$ cat config.mk
export PLATFORM = sky130hd
export DESIGN_NAME = can_message_buffer_status_ctrl
export DESIGN_NICKNAME = d
export VERILOG_FILES = /design/src/can_mb_pkg.sv /design/src/can_message_buffer_status_ctrl.sv
export SDC_FILE = /design/constraint.sdc
export NUM_CORES = 2
export LEC_CHECK = 0
export ABC_AREA = 1
export BUFFER_PORTS_ARGS = -buffer_cell sky130_fd_sc_hd__buf_4
export CAP_MARGIN = 25
export CORE_ASPECT_RATIO = 1.1
export CORE_MARGIN = 5
export CORE_UTILIZATION = 49
export CTS_CLUSTER_DIAMETER = 30
export DETAILED_ROUTE_END_ITERATION = 7
export PLACE_DENSITY_LB_ADDON = 0.15
export SLEW_MARGIN = 20
export SYNTH_ARGS = -nofsm -noshare
export SYNTH_HDL_FRONTEND = slang
export SYNTH_SLANG_ARGS = --single-unit
$ cat constraint.sdc
create_clock -name clk -period 30.3 [get_ports clk]
set_input_delay 6.06 -clock clk [delete_from_list [all_inputs] [get_ports clk]]
set_output_delay 6.06 -clock clk [all_outputs]
set_load 0.1 [all_outputs]
$ cat src/can_mb_pkg.sv
// constants shared by the message buffer status and control block
// assumes a 16-bit register port with word indices and a 128-word message ram
package can_mb_pkg;
    localparam int NUM_BUF = 32;
    localparam int DATA_W = 16;
    localparam int ADDR_W = 5;
    localparam int IDX_W = 5;
    localparam int RAM_AW = 7;

    // register word indices
    localparam logic [ADDR_W-1:0] REG_FULL_LO = 5'h00;
    localparam logic [ADDR_W-1:0] REG_FULL_HI = 5'h01;
    localparam logic [ADDR_W-1:0] REG_OVF_LO = 5'h02;
    localparam logic [ADDR_W-1:0] REG_OVF_HI = 5'h03;
    localparam logic [ADDR_W-1:0] REG_CTRL_BASE = 5'h04;
    localparam logic [ADDR_W-1:0] REG_CTRL_LAST = 5'h13;
    localparam logic [DATA_W-1:0] FLAG_RESET = 16'h0000;

    // control byte fields, same layout in low and high byte
    localparam int CTRL_DIR = 7;
    localparam int CTRL_ABT = 6;
    localparam int CTRL_LARB = 5;
    localparam int CTRL_ERR = 4;
    localparam int CTRL_REQ = 3;
    localparam int CTRL_AUTO_REMOTE_REPLY_ENABLE = 2;
    localparam int CTRL_PRIO_LSB = 0;
    localparam int BYTE_W = 8;
    localparam logic [1:0] PRIO_LOWEST = 2'h0;

    // message ram words per buffer and writable-bit masks
    localparam logic [1:0] WORD_SID = 2'h0;
    localparam logic [1:0] WORD_EID = 2'h1;
    localparam logic [1:0] WORD_DLC = 2'h2;
    localparam logic [1:0] WORD_STAT = 2'h3;
    localparam logic [DATA_W-1:0] SID_MASK = 16'h1fff;
    localparam logic [DATA_W-1:0] EID_MASK = 16'h0fff;
    localparam logic [DATA_W-1:0] DLC_MASK = 16'hff1f;
    localparam logic [DATA_W-1:0] STAT_MASK = 16'h1f00;
    localparam int FILT_LSB = 8;
    localparam int SID_LSB = 2;
    localparam int SRR_BIT = 1;
    localparam int IDE_BIT = 0;
    localparam int EIDLO_LSB = 10;
    localparam int RTR_BIT = 9;
    localparam int DLC_LSB = 0;
endpackage

$ cat src/can_message_buffer_status_ctrl.sv
// status and control of 32 can message buffers plus their identifier ram
// assumes a protocol engine on the same clock giving one-cycle event pulses
`timescale 1ns/10ps
module can_message_buffer_status_ctrl (
    input wire logic clk,
    input wire logic sys_rst,
    input wire logic ce,
    input wire logic [can_mb_pkg::ADDR_W-1:0] wrAddr,
    input wire logic [can_mb_pkg::DATA_W-1:0] wrData,
    input wire logic wrStrobe,
    input wire logic [can_mb_pkg::ADDR_W-1:0] rdAddr,
    input wire logic rdStrobe,
    output logic [can_mb_pkg::DATA_W-1:0] rdData,
    input wire logic [can_mb_pkg::RAM_AW-1:0] dmaAddr,
    input wire logic [can_mb_pkg::DATA_W-1:0] dmaWrData,
    input wire logic dmaWr,
    input wire logic dmaRd,
    output logic [can_mb_pkg::DATA_W-1:0] dmaRdData,
    input wire logic rxStore,
    input wire logic [can_mb_pkg::IDX_W-1:0] rxBufIdx,
    input wire logic [can_mb_pkg::IDX_W-1:0] rxFilterIdx,
    input wire logic remoteRx,
    input wire logic [can_mb_pkg::IDX_W-1:0] remoteBufIdx,
    input wire logic txDone,
    input wire logic [can_mb_pkg::IDX_W-1:0] txBufIdx,
    input wire logic txAborted,
    input wire logic txLostArb,
    input wire logic txBusErr,
    output logic [can_mb_pkg::NUM_BUF-1:0] sendPending,
    output logic [can_mb_pkg::NUM_BUF-1:0] abortRequest,
    output logic [can_mb_pkg::NUM_BUF-1:0] txDirection,
    output logic txSelValid,
    output logic [can_mb_pkg::IDX_W-1:0] txSelIdx
);
    import can_mb_pkg::*;

    logic [NUM_BUF-1:0] fullQ, fullD, ovfQ, ovfD;
    logic [NUM_BUF-1:0] dirQ, dirD, reqQ, reqD, rtrenQ, rtrenD;
    logic [NUM_BUF-1:0] abtQ, abtD, larbQ, larbD, errQ, errD, abrtQ, abrtD;
    logic [1:0] prioQ [NUM_BUF];
    logic [1:0] prioD [NUM_BUF];
    logic [BYTE_W-1:0] ctrlByte [NUM_BUF];
    logic [NUM_BUF-1:0] swSet, swAbort, hwSet, doneHit;
    logic [DATA_W-1:0] rdData_q, rdData_d, dmaRdData_q;
    logic [DATA_W-1:0] msgRam [2**RAM_AW];
    logic selValid_q, selValid_d;
    logic [IDX_W-1:0] selIdx_q, selIdx_d;
    logic [1:0] selPrio;

    // flag register decode; a write of zero clears, one keeps
    wire fullLoWr = wrStrobe && (wrAddr == REG_FULL_LO);
    wire fullHiWr = wrStrobe && (wrAddr == REG_FULL_HI);
    wire ovfLoWr = wrStrobe && (wrAddr == REG_OVF_LO);
    wire ovfHiWr = wrStrobe && (wrAddr == REG_OVF_HI);
    wire [NUM_BUF-1:0] rxOneHot = NUM_BUF'(1) << rxBufIdx;
    wire [NUM_BUF-1:0] fullSet = rxStore ? rxOneHot : '0;
    wire [NUM_BUF-1:0] ovfSet = fullSet & fullQ;
    wire [DATA_W-1:0] ones16 = '1;
    wire [NUM_BUF-1:0] fullKeep = {fullHiWr ? wrData : ones16,
                                   fullLoWr ? wrData : ones16};
    wire [NUM_BUF-1:0] ovfKeep = {ovfHiWr ? wrData : ones16,
                                  ovfLoWr ? wrData : ones16};
    // set wins over a clear landing in the same cycle
    assign fullD = (fullQ & fullKeep) | fullSet;
    assign ovfD = (ovfQ & ovfKeep) | ovfSet;

    wire txOk = !txAborted && !txLostArb && !txBusErr;

    // per-buffer control byte next state
    for (genvar i = 0; i < NUM_BUF; i++) begin : g_buf
        wire hit = wrStrobe && (wrAddr == ADDR_W'(REG_CTRL_BASE + (i / 2)));
        wire [BYTE_W-1:0] b = wrData[BYTE_W*(i%2) +: BYTE_W];
        wire setAny = swSet[i] || hwSet[i];
        assign swSet[i] = hit && b[CTRL_REQ];
        assign swAbort[i] = hit && !b[CTRL_REQ] && reqQ[i];
        assign hwSet[i] = remoteRx && (remoteBufIdx == IDX_W'(i)) && rtrenQ[i];
        assign doneHit[i] = txDone && (txBufIdx == IDX_W'(i));
        assign dirD[i] = hit ? b[CTRL_DIR] : dirQ[i];
        assign rtrenD[i] = hit ? b[CTRL_AUTO_REMOTE_REPLY_ENABLE] : rtrenQ[i];
        assign prioD[i] = hit ? b[CTRL_PRIO_LSB +: 2] : prioQ[i];
        // a request that is set outranks a completion in the same cycle
        assign reqD[i] = setAny ? 1'b1 :
                         (doneHit[i] && (txOk || txAborted)) ? 1'b0 : reqQ[i];
        assign abtD[i] = setAny ? 1'b0 : doneHit[i] ? txAborted : abtQ[i];
        assign larbD[i] = setAny ? 1'b0 : doneHit[i] ? txLostArb : larbQ[i];
        assign errD[i] = setAny ? 1'b0 : doneHit[i] ? txBusErr : errQ[i];
        assign abrtD[i] = setAny ? 1'b0 : swAbort[i] ? 1'b1 :
                          (doneHit[i] && (txOk || txAborted)) ? 1'b0 : abrtQ[i];
        assign ctrlByte[i] = {dirQ[i], abtQ[i], larbQ[i], errQ[i], reqQ[i], rtrenQ[i],
                              prioQ[i]};
    end

    // flag and control state
    always_ff @(posedge clk) begin
        if (sys_rst) begin
            fullQ <= {FLAG_RESET, FLAG_RESET};
            ovfQ <= {FLAG_RESET, FLAG_RESET};
            {dirQ, reqQ, rtrenQ, abtQ, larbQ, errQ, abrtQ} <= '0;
            for (int i = 0; i < NUM_BUF; i++) prioQ[i] <= PRIO_LOWEST;
        end else if (ce) begin
            fullQ <= fullD;
            ovfQ <= ovfD;
            {dirQ, reqQ, rtrenQ} <= {dirD, reqD, rtrenD};
            {abtQ, larbQ, errQ, abrtQ} <= {abtD, larbD, errD, abrtD};
            for (int i = 0; i < NUM_BUF; i++) prioQ[i] <= prioD[i];
        end
    end

    // read decode; unmapped indices answer zero
    wire [3:0] ctrlPair = 4'(rdAddr - REG_CTRL_BASE);
    wire ctrlRange = (rdAddr >= REG_CTRL_BASE) && (rdAddr <= REG_CTRL_LAST);
    wire [DATA_W-1:0] ctrlWord = {ctrlByte[{ctrlPair, 1'b1}], ctrlByte[{ctrlPair, 1'b0}]};
    assign rdData_d = (rdAddr == REG_FULL_LO) ? fullQ[DATA_W-1:0] :
                      (rdAddr == REG_FULL_HI) ? fullQ[NUM_BUF-1:DATA_W] :
                      (rdAddr == REG_OVF_LO) ? ovfQ[DATA_W-1:0] :
                      (rdAddr == REG_OVF_HI) ? ovfQ[NUM_BUF-1:DATA_W] :
                      ctrlRange ? ctrlWord : '0;

    // read data holds only in the cycle after the strobe
    always_ff @(posedge clk) begin
        if (sys_rst) begin
            rdData_q <= '0;
        end else if (ce) begin
            rdData_q <= rdStrobe ? rdData_d : '0;
        end
    end

    // highest priority pending transmit buffer, ties go to the lowest index
    always_comb begin
        selValid_d = 1'b0;
        selIdx_d = '0;
        selPrio = PRIO_LOWEST;
        for (int i = 0; i < NUM_BUF; i++) begin
            if (reqQ[i] && dirQ[i] && !abrtQ[i] && (!selValid_d || prioQ[i] > selPrio)) begin
                selValid_d = 1'b1;
                selIdx_d = IDX_W'(i);
                selPrio = prioQ[i];
            end
        end
    end

    // registered so the engine sees a stable pick, at the cost of one cycle lag
    always_ff @(posedge clk) begin
        if (sys_rst) begin
            selValid_q <= 1'b0;
            selIdx_q <= '0;
        end else if (ce) begin
            selValid_q <= selValid_d;
            selIdx_q <= selIdx_d;
        end
    end

    // message ram word masks: unimplemented bits read zero once the word has been written
    wire [1:0] dmaWord = dmaAddr[1:0];
    wire [DATA_W-1:0] dmaMask = (dmaWord == WORD_SID) ? SID_MASK :
                                (dmaWord == WORD_EID) ? EID_MASK :
                                (dmaWord == WORD_DLC) ? DLC_MASK : STAT_MASK;
    wire [RAM_AW-1:0] statAddr = {rxBufIdx, WORD_STAT};
    wire [DATA_W-1:0] statWord = DATA_W'(rxFilterIdx) << FILT_LSB;

    // identifier, length and status words sit in dma ram, not in the map
    // reserved bits are masked to zero on every write, whatever software writes
    always_ff @(posedge clk) begin
        if (ce) begin
            if (dmaWr) begin
                msgRam[dmaAddr] <= dmaWrData & dmaMask;
            end
            if (rxStore) begin
                msgRam[statAddr] <= statWord;
            end
        end
    end

    // ram contents are not reset, only the read register
    always_ff @(posedge clk) begin
        if (sys_rst) begin
            dmaRdData_q <= '0;
        end else if (ce && dmaRd) begin
            dmaRdData_q <= msgRam[dmaAddr];
        end
    end

    assign rdData = rdData_q;
    assign dmaRdData = dmaRdData_q;
    assign sendPending = reqQ;
    assign abortRequest = abrtQ;
    assign txDirection = dirQ;
    assign txSelValid = selValid_q;
    assign txSelIdx = selIdx_q;
endmodule

; ---- After elaboration in Yosys (flattened, before gate mapping)
; Memory sizes are Yosys's and may differ from the RTL's. A register that Yosys moved wholly into a read port is not among the register bits.
; Index checks and enable logic that the tools add are counted.
; W data, S select, Z words.
[word_totals]
n_memories = 2
out_inout_bits = 134
ram_bits = 2112
register_bits = 310
[classes]
n_bitwise = 40
shifts = 1
n_reduce_logical = 688
n_mux = 509
n_addsub = 1
eq_ne = 86
magnitude_cmp = 35
[mem_list]
columns = name, depth, width, read_ports, rd_clocked_by_memory_dff, wr, line_no
row1 = msgRam, 128, 16, 1, 1, 2, can_message_buffer_status_ctrl.sv:45  ; logic [DATA_W-1:0] msgRam [2**RAM_AW];
row2 = prioQ, 32, 2, 32, 0, 32, can_message_buffer_status_ctrl.sv:40  ; logic [1:0] prioQ [NUM_BUF];
[ops]
columns = cell, n
row1 = $mux W1, 364
row2 = $logic_and A1 B1 Y1, 343
row3 = $reduce_and A2 Y1, 112
row4 = $mux W16, 13
row5 = $mux W2, 95
row6 = $eq A5 B5 Y1 const B, 36
row7 = $mux W5, 30
row8 = $reduce_bool A2 Y1, 64
row9 = $eq A5 B4 Y1 const B, 24
row10 = $and A32 B32 Y32, 3
row11 = $reduce_bool A3 Y1, 32
row12 = $bmux W8 S5, 2
row13 = $logic_not A1 Y1, 68
row14 = $logic_or A1 B1 Y1, 64
row15 = $or A32 B32 Y32, 2
row16 = $gt A2 B2 Y1, 31
row17 = $eq A5 B3 Y1 const B, 12
row18 = $eq A5 B2 Y1 const B, 8
row19 = $mux W32, 1
row20 = $mux W8, 4
row21 = $or A1 B1 Y1, 32
row22 = $shl A1 B5 Y32 const A, 1
row23 = $eq A5 B1 Y1 const B, 4
row24 = $logic_not A5 Y1, 4
row25 = other kinds (9), 11

; ---- Logic depth before layout (Yosys ltp)
[logic_depth]
word_depth = 127
mapped_depth = 244
depth_no_buf = 244

; ---- Worst setup path before layout
; Ideal clock, no wire load.
[synth_path]
path_type = register to register
startpoint = register abrtQ[0], in the netlist abortRequest[0]
endpoint = register selIdx_q[2], in the netlist txSelIdx[2]
stages_incl_launch_ff = 217
slack_ns = -0.520
n_path_buf = 0
arrival_ns = 30.711
path_cell_list = dfxtp_1 nor2_4 inv_2 nor2_1 ha_1 nand2_1 nand2_1 nand2_1 nand2_1 nand2_1 nand2_1 ha_1 inv_1 nor2_1 o21ai_1 nand2_1 nand2_2 nand3_1 [... 181 more ...] inv_1 nor2_1 o21ai_0 nand2_1 nand2_1 nand3_1 o21ai_1 ha_1 inv_1 nor2_1 o21ai_0 o21ai_0 a21oi_1 nand2_1 inv_1 nand4_1 nand2_1 inv_1
[synth_between]
elab_chain_len = 127
word_cells_on_any_way = 217
[synth_lines]
columns = element, line_no
row1 = from (decl), can_message_buffer_status_ctrl.sv:39  ; logic [NUM_BUF-1:0] abtQ, abtD, larbQ, larbD, errQ, errD, abrtQ, abrtD;
row2 = from (signal assigned), can_message_buffer_status_ctrl.sv:104  ; {abtQ, larbQ, errQ, abrtQ} <= {abtD, larbD, errD, abrtD};
row3 = $logic_not A1 Y1 (*), can_message_buffer_status_ctrl.sv:134  ; if (reqQ[i] && dirQ[i] && !abrtQ[i] && (!selValid_d || prioQ[i] > selPrio)) begin
row4 = $logic_and A1 B1 Y1 (*), can_message_buffer_status_ctrl.sv:134
row5 = $mux W2 or $mux W1 (tied branches), can_message_buffer_status_ctrl.sv:134
row6 = $gt A2 B2 Y1 or $logic_not A1 Y1 (tied branches), can_message_buffer_status_ctrl.sv:134
row7 = $logic_or A1 B1 Y1, can_message_buffer_status_ctrl.sv:134
row8 = $logic_and A1 B1 Y1, can_message_buffer_status_ctrl.sv:134
row9 = $mux W2 or $mux W1 (tied branches), can_message_buffer_status_ctrl.sv:134
row10 = $gt A2 B2 Y1 or $logic_not A1 Y1 (tied branches), can_message_buffer_status_ctrl.sv:134
row11 = [... 111 more ...], -
row12 = $gt A2 B2 Y1 or $logic_not A1 Y1 (tied branches), can_message_buffer_status_ctrl.sv:134
row13 = $logic_or A1 B1 Y1, can_message_buffer_status_ctrl.sv:134
row14 = $logic_and A1 B1 Y1, can_message_buffer_status_ctrl.sv:134
row15 = $mux W2 or $mux W1 (tied branches), can_message_buffer_status_ctrl.sv:134
row16 = $gt A2 B2 Y1 or $logic_not A1 Y1 (tied branches), can_message_buffer_status_ctrl.sv:134
row17 = $logic_or A1 B1 Y1, can_message_buffer_status_ctrl.sv:134
row18 = $logic_and A1 B1 Y1, can_message_buffer_status_ctrl.sv:134
row19 = $mux W5 (*), can_message_buffer_status_ctrl.sv:134
row20 = to (signal assigned), can_message_buffer_status_ctrl.sv:149  ; selIdx_q <= selIdx_d;
row21 = to (decl), can_message_buffer_status_ctrl.sv:47  ; logic [IDX_W-1:0] selIdx_q, selIdx_d;
; Mark *: on every way between the ends. The rest lies on a longest branch, timed or not.
; A chain may end at the register's enable or synchronous reset.

; ---- Worst setup path after layout
[layout_path]
startpoint = register dirQ[0], in the netlist txDirection[0]
endpoint = register selIdx_q[0], in the netlist txSelIdx[0]
[layout_between]
elab_chain_len = 127
word_cells_on_any_way = 219
[layout_lines]
columns = element, line_no
row1 = from (decl), can_message_buffer_status_ctrl.sv:38  ; logic [NUM_BUF-1:0] dirQ, dirD, reqQ, reqD, rtrenQ, rtrenD;
row2 = from (signal assigned), can_message_buffer_status_ctrl.sv:103  ; {dirQ, reqQ, rtrenQ} <= {dirD, reqD, rtrenD};
row3 = $logic_and A1 B1 Y1 (*) (2 in a row), can_message_buffer_status_ctrl.sv:134
row4 = $mux W2 or $mux W1 (tied branches), can_message_buffer_status_ctrl.sv:134
row5 = $gt A2 B2 Y1 or $logic_not A1 Y1 (tied branches), can_message_buffer_status_ctrl.sv:134
row6 = $logic_or A1 B1 Y1, can_message_buffer_status_ctrl.sv:134
row7 = $logic_and A1 B1 Y1, can_message_buffer_status_ctrl.sv:134
row8 = $mux W2 or $mux W1 (tied branches), can_message_buffer_status_ctrl.sv:134
row9 = $gt A2 B2 Y1 or $logic_not A1 Y1 (tied branches), can_message_buffer_status_ctrl.sv:134
row10 = $logic_or A1 B1 Y1, can_message_buffer_status_ctrl.sv:134
row11 = [... 110 more ...], -
row12 = $gt A2 B2 Y1 or $logic_not A1 Y1 (tied branches), can_message_buffer_status_ctrl.sv:134
row13 = $logic_or A1 B1 Y1, can_message_buffer_status_ctrl.sv:134
row14 = $logic_and A1 B1 Y1, can_message_buffer_status_ctrl.sv:134
row15 = $mux W2 or $mux W1 (tied branches), can_message_buffer_status_ctrl.sv:134
row16 = $gt A2 B2 Y1 or $logic_not A1 Y1 (tied branches), can_message_buffer_status_ctrl.sv:134
row17 = $logic_or A1 B1 Y1, can_message_buffer_status_ctrl.sv:134
row18 = $logic_and A1 B1 Y1, can_message_buffer_status_ctrl.sv:134
row19 = $mux W5 (*), can_message_buffer_status_ctrl.sv:134
; Marks and branches as above.

==> results.yml <==
outcome:
  result_of_the_run: "completed"
detailed_routing:
  drtPass1Iterations: 6
  wl_um: 367000
  detailedRoute.firstIterationViolations: 10543
  post-route-drc-count: 0
  postRouteAntennaNets: 0
  wl_per_cell_um: 28.6
  via_count: 79654
  viasPerCell: 6.20
global_routing:
  globalRouteMet3Util_pct: 6.65
  globalRoute.busiestLayer: "met2"
  via_count_of_the_first_global_routing_pass: 76324
  global_route.usage.total_pct: 32.9
  groute.layer.met2.usage_pct: 51.3
  initial_antenna_violation_count: 15
  grt_start_max_net_pins: 207
  gr-usage-met1_pct: 43.1
  global_route_wire_length_before_repair_um: 526000
  grt-ovfl-total: 0
yosys:
  proportion_of_synthesized_flip_flops_having_asynchronous_set_or_reset_pct: 0
  synth_edf_count: 1760
  ys_dominant_reg_cell: "sky130_fd_sc_hd__edfxtp_1"
  sequential_fraction_of_the_synthesis_area_pct: 66.0
  yosysUniqueCellTypes: 49
  synth_top_area_cell: "sky130_fd_sc_hd__edfxtp_1"
  synthesis.instances: 9321
  syn_area_per_cell_um2: 10.8
  yosys_warnings: 0
  synth.top_cells.by_area: "sky130_fd_sc_hd__edfxtp_1, sky130_fd_sc_hd__dfxtp_1, sky130_fd_sc_hd__o21ai_0"
  synth_top_area_share_pct: 52.5
  synth.ff_latch_count: 2438
  mappedNetlistNets: 9442
  synthesis.area_um2: 101000
critical_path:
  worstRegToRegCells: 230
  worst_path_max_delay_cell: "sky130_fd_sc_hd__ha_1"
  critPathMostFrequentCell: "sky130_fd_sc_hd__nand2_2"
  end_kind: "flip-flop"
  critPathArrivalTime_ns: 30.09
  timing.rr.start: "txDirection[0]"
  crit_path_max_incr_delay_ns: 0.33
  reg2reg_setup_slack_ns: 1.06
  critical_path.max_fanout: 4
  startpoint_type: "flip-flop"
  timing.critical_path.required_ns: 31.15
  timing.setup.critical_path_class: "reg2reg"
  worstReg2RegEnd: "txSelIdx[0]"
cts:
  clock_tree.buffer_depth: 4
  cts.hold.buffers_added: 0
  clk_latency_worst_skew_pair_ns: 0.99
  clock_tree_from_tritoncts: "done"
  ctsRootBufferMaster: "sky130_fd_sc_hd__clkbuf_16"
  numClockSinks: 2438
  cts_htree_levels: 5
  cts_buffers: 468
  cts.reportedPaths.clkPinSlew_ns: 0.05
power:
  power_switching_share_pct: 23.1
  static-leakage-power_nw: 43.1
  irDropWorstVdd_mv: 0.0482
  intPower_mw: 7.35
  power_frac_comb_pct: 5.9
  pwr_density_cell_nw_per_um2: 77.6
  netSwitchingPower_mw: 2.20
  power_frac_seq_pct: 38.6
  power_mw: 9.55
  power_frac_clock_pct: 55.5
sta:
  finClkSkew_ns: 0.0547
  highest_clock_rate_ghz: 0.0342
  max_slew.worst_pin.slew_ns: 1.25
  slew_headroom_pct: 15.9
  finalWorstPathRequiredPeriod_ns: 29.24
  layout_worst_path_cycle_share_pct: 96.5
  final-setup-viol-count: 0
  hold_viol_final: 0
  finalMaxSlewViolations: 0
  fin_setup_tns_ns: 0
die:
  io-pin-count: 216
  core_area_um2: 204000
  die_area_um2: 215000
  die_height_um: 485
  rows: 174
  floorplan.die.width_um: 442
  start_util_pct: 49.2
finish:
  post_route_cells_drive_above_1_share_pct: 16.4
  mostFrequentLayoutCells: "sky130_fd_sc_hd__edfxtp_1, sky130_fd_sc_hd__o21ai_0, sky130_fd_sc_hd__nor2_1, sky130_fd_sc_hd__nand2_1, sky130_fd_sc_hd__dfxtp_1"
  syn2layout_area_growth_pct: 22.4
  nets_finish: 9837
  layout.cells.most_common: "sky130_fd_sc_hd__edfxtp_1"
placed_design:
  placement.io_buffers: 215
  hpwlAfterDp_um: 223000
  gpl.final_weighted_congestion: 0.984
worst_hold_path:
  hold_path.startpoint: "msgRam[47][3]"
  min_delay_worst_endpoint: "msgRam[47][3]"
  worst_hold_path.num_cells: 2
  worst_hold_check_path_type: "reg2reg"
run:
  drv_cap: 0
## synth_stat cells, types with 13 or more instances
library cell / number
sky130_fd_sc_hd__edfxtp_1: 1760
sky130_fd_sc_hd__buf_1: 45
sky130_fd_sc_hd__dfxtp_1: 678
sky130_fd_sc_hd__a221o_1: 13
sky130_fd_sc_hd__a32oi_1: 24
sky130_fd_sc_hd__nor3b_1: 47
sky130_fd_sc_hd__nand4_1: 79
sky130_fd_sc_hd__a22oi_1: 104
sky130_fd_sc_hd__ha_1: 39
sky130_fd_sc_hd__o311ai_0: 18
sky130_fd_sc_hd__o21ai_0: 1281
sky130_fd_sc_hd__inv_1: 671
sky130_fd_sc_hd__nand2_1: 906
sky130_fd_sc_hd__nand2_2: 68
sky130_fd_sc_hd__buf_4: 64
sky130_fd_sc_hd__o221ai_1: 14
sky130_fd_sc_hd__clkinv_1: 20
sky130_fd_sc_hd__nand3_2: 25
sky130_fd_sc_hd__or2_2: 18
sky130_fd_sc_hd__o22ai_1: 112
sky130_fd_sc_hd__nand3_1: 451
sky130_fd_sc_hd__a21oi_1: 269
sky130_fd_sc_hd__nor2_1: 1224
sky130_fd_sc_hd__nor3_1: 86
sky130_fd_sc_hd__clkbuf_1: 551
sky130_fd_sc_hd__o2111ai_1: 109
sky130_fd_sc_hd__o31ai_1: 14
sky130_fd_sc_hd__a211oi_1: 33
sky130_fd_sc_hd__a31oi_1: 17
sky130_fd_sc_hd__o211ai_1: 129
sky130_fd_sc_hd__a221oi_1: 376
## logic make-up (layout without fill, tap and decap cells)
kind of cell | Yosys count | count (layout) | synth area share [%]
flip-flops | 2438 | 2438 | 66.0
buffers and inverters | 1361 | 2150 | 5.33
AO/OA/AOI/OAI | 2553 | 2553 | 15.7
AND/OR/NAND/NOR | 2930 | 2930 | 12.5
adder cells (fa/ha/maj) | 39 | 39 | 0.485
other | 0 | 8 | 0
## repair_timing
| item | 4_1_cts | 5_1_grt |
|---|---|---|
| pin swaps | 1 | 96 |
| setup buffers | 1 | 19 |
| setup endpoints to repair | 5 | 5 |
| gates resized for setup | 60 | 160 |
## routing by layer
metal  wire [µm]  up-vias
li1            -    34733
met1      140000    39087
met2      168000     4847
met3       36000      979
met4       23600        8
met5          46        -
## stage by stage
stage | utilization, % | area [µm²] | std cells | hold slack [ns] | setup WS [ns]
floorplan | - | 101000 | 9321 | 0.408 | 0.0347
global placement | 51.8 | 106000 | 11947 | 0.414 | -2.29
detailed placement | 51.8 | 106000 | 11950 | 0.417 | -2.70
CTS | 59.8 | 122000 | 12815 | 0.425 | 0.0224
global route | 60.2 | 123000 | 12840 | 0.435 | -0.636
finish | 60.2 | 123000 | 12846 | 0.424 | 1.06
## state kept, by name (all words and copies together), names as in the netlist
register,flops
msgRam,2048
prioQ,64
abortRequest,32
abtQ,32
errQ,32
fullQ,32
larbQ,32
ovfQ,32
rtrenQ,32
sendPending,32
txDirection,32
dmaRdData,16
rdData,16
txSelIdx,5
txSelValid,1
## critical path, delay by kind of cell, from the launching register on
| family | cells | cell delay (ns) |
|---|---|---|
| AND/OR/NAND/NOR | 124 | 12.12 |
| AO/OA/AOI/OAI | 52 | 6.70 |
| buffers and inverters | 23 | 1.64 |
| flip-flops | 1 | 0.32 |
| adder cells (fa/ha/maj) | 31 | 8.29 |
## worst max path at each step
stage                     from     endpoint  slack [ns]  cells after the start
4_1_cts         txDirection[0]  txSelIdx[2]        0.02                    241
3_5_place_dp    txDirection[0]  txSelIdx[2]       -2.70                    211
3_3_place_gp    txDirection[0]  txSelIdx[2]       -2.29                    211
2_1_floorplan  abortRequest[0]  txSelIdx[2]        0.03                    216
5_1_grt         txDirection[0]  txSelIdx[2]       -0.64                    231
6_report        txDirection[0]  txSelIdx[0]        1.06                    230
## power by group through the flow
| stage | registers, mW | clock network [mW] | logic, mW |
|---|---|---|---|
| 2_1_floorplan | 3.76 | 0 | 0.282 |
| 3_3_place_gp | 3.75 | 0 | 0.532 |
| 3_5_place_dp | 3.75 | 0 | 0.539 |
| 4_1_cts | 3.69 | 5.33 | 0.543 |
| 5_1_grt | 3.70 | 5.52 | 0.591 |
| 6_report | 3.69 | 5.30 | 0.561 |
## final cells by class
type / instances / area, µm²
inverters: 696 / 2650
clock inverters: 295 / 3740
multi-input cells: 5522 / 29800
clock buffers: 569 / 12600
well taps: 2728 / 3410
repair buffers: 590 / 4560
flip-flops and latches: 2438 / 66400
diodes: 8 / 20.0
fillers: 16446 / 81300
No activity file was read; power rests on OpenSTA's default activity.
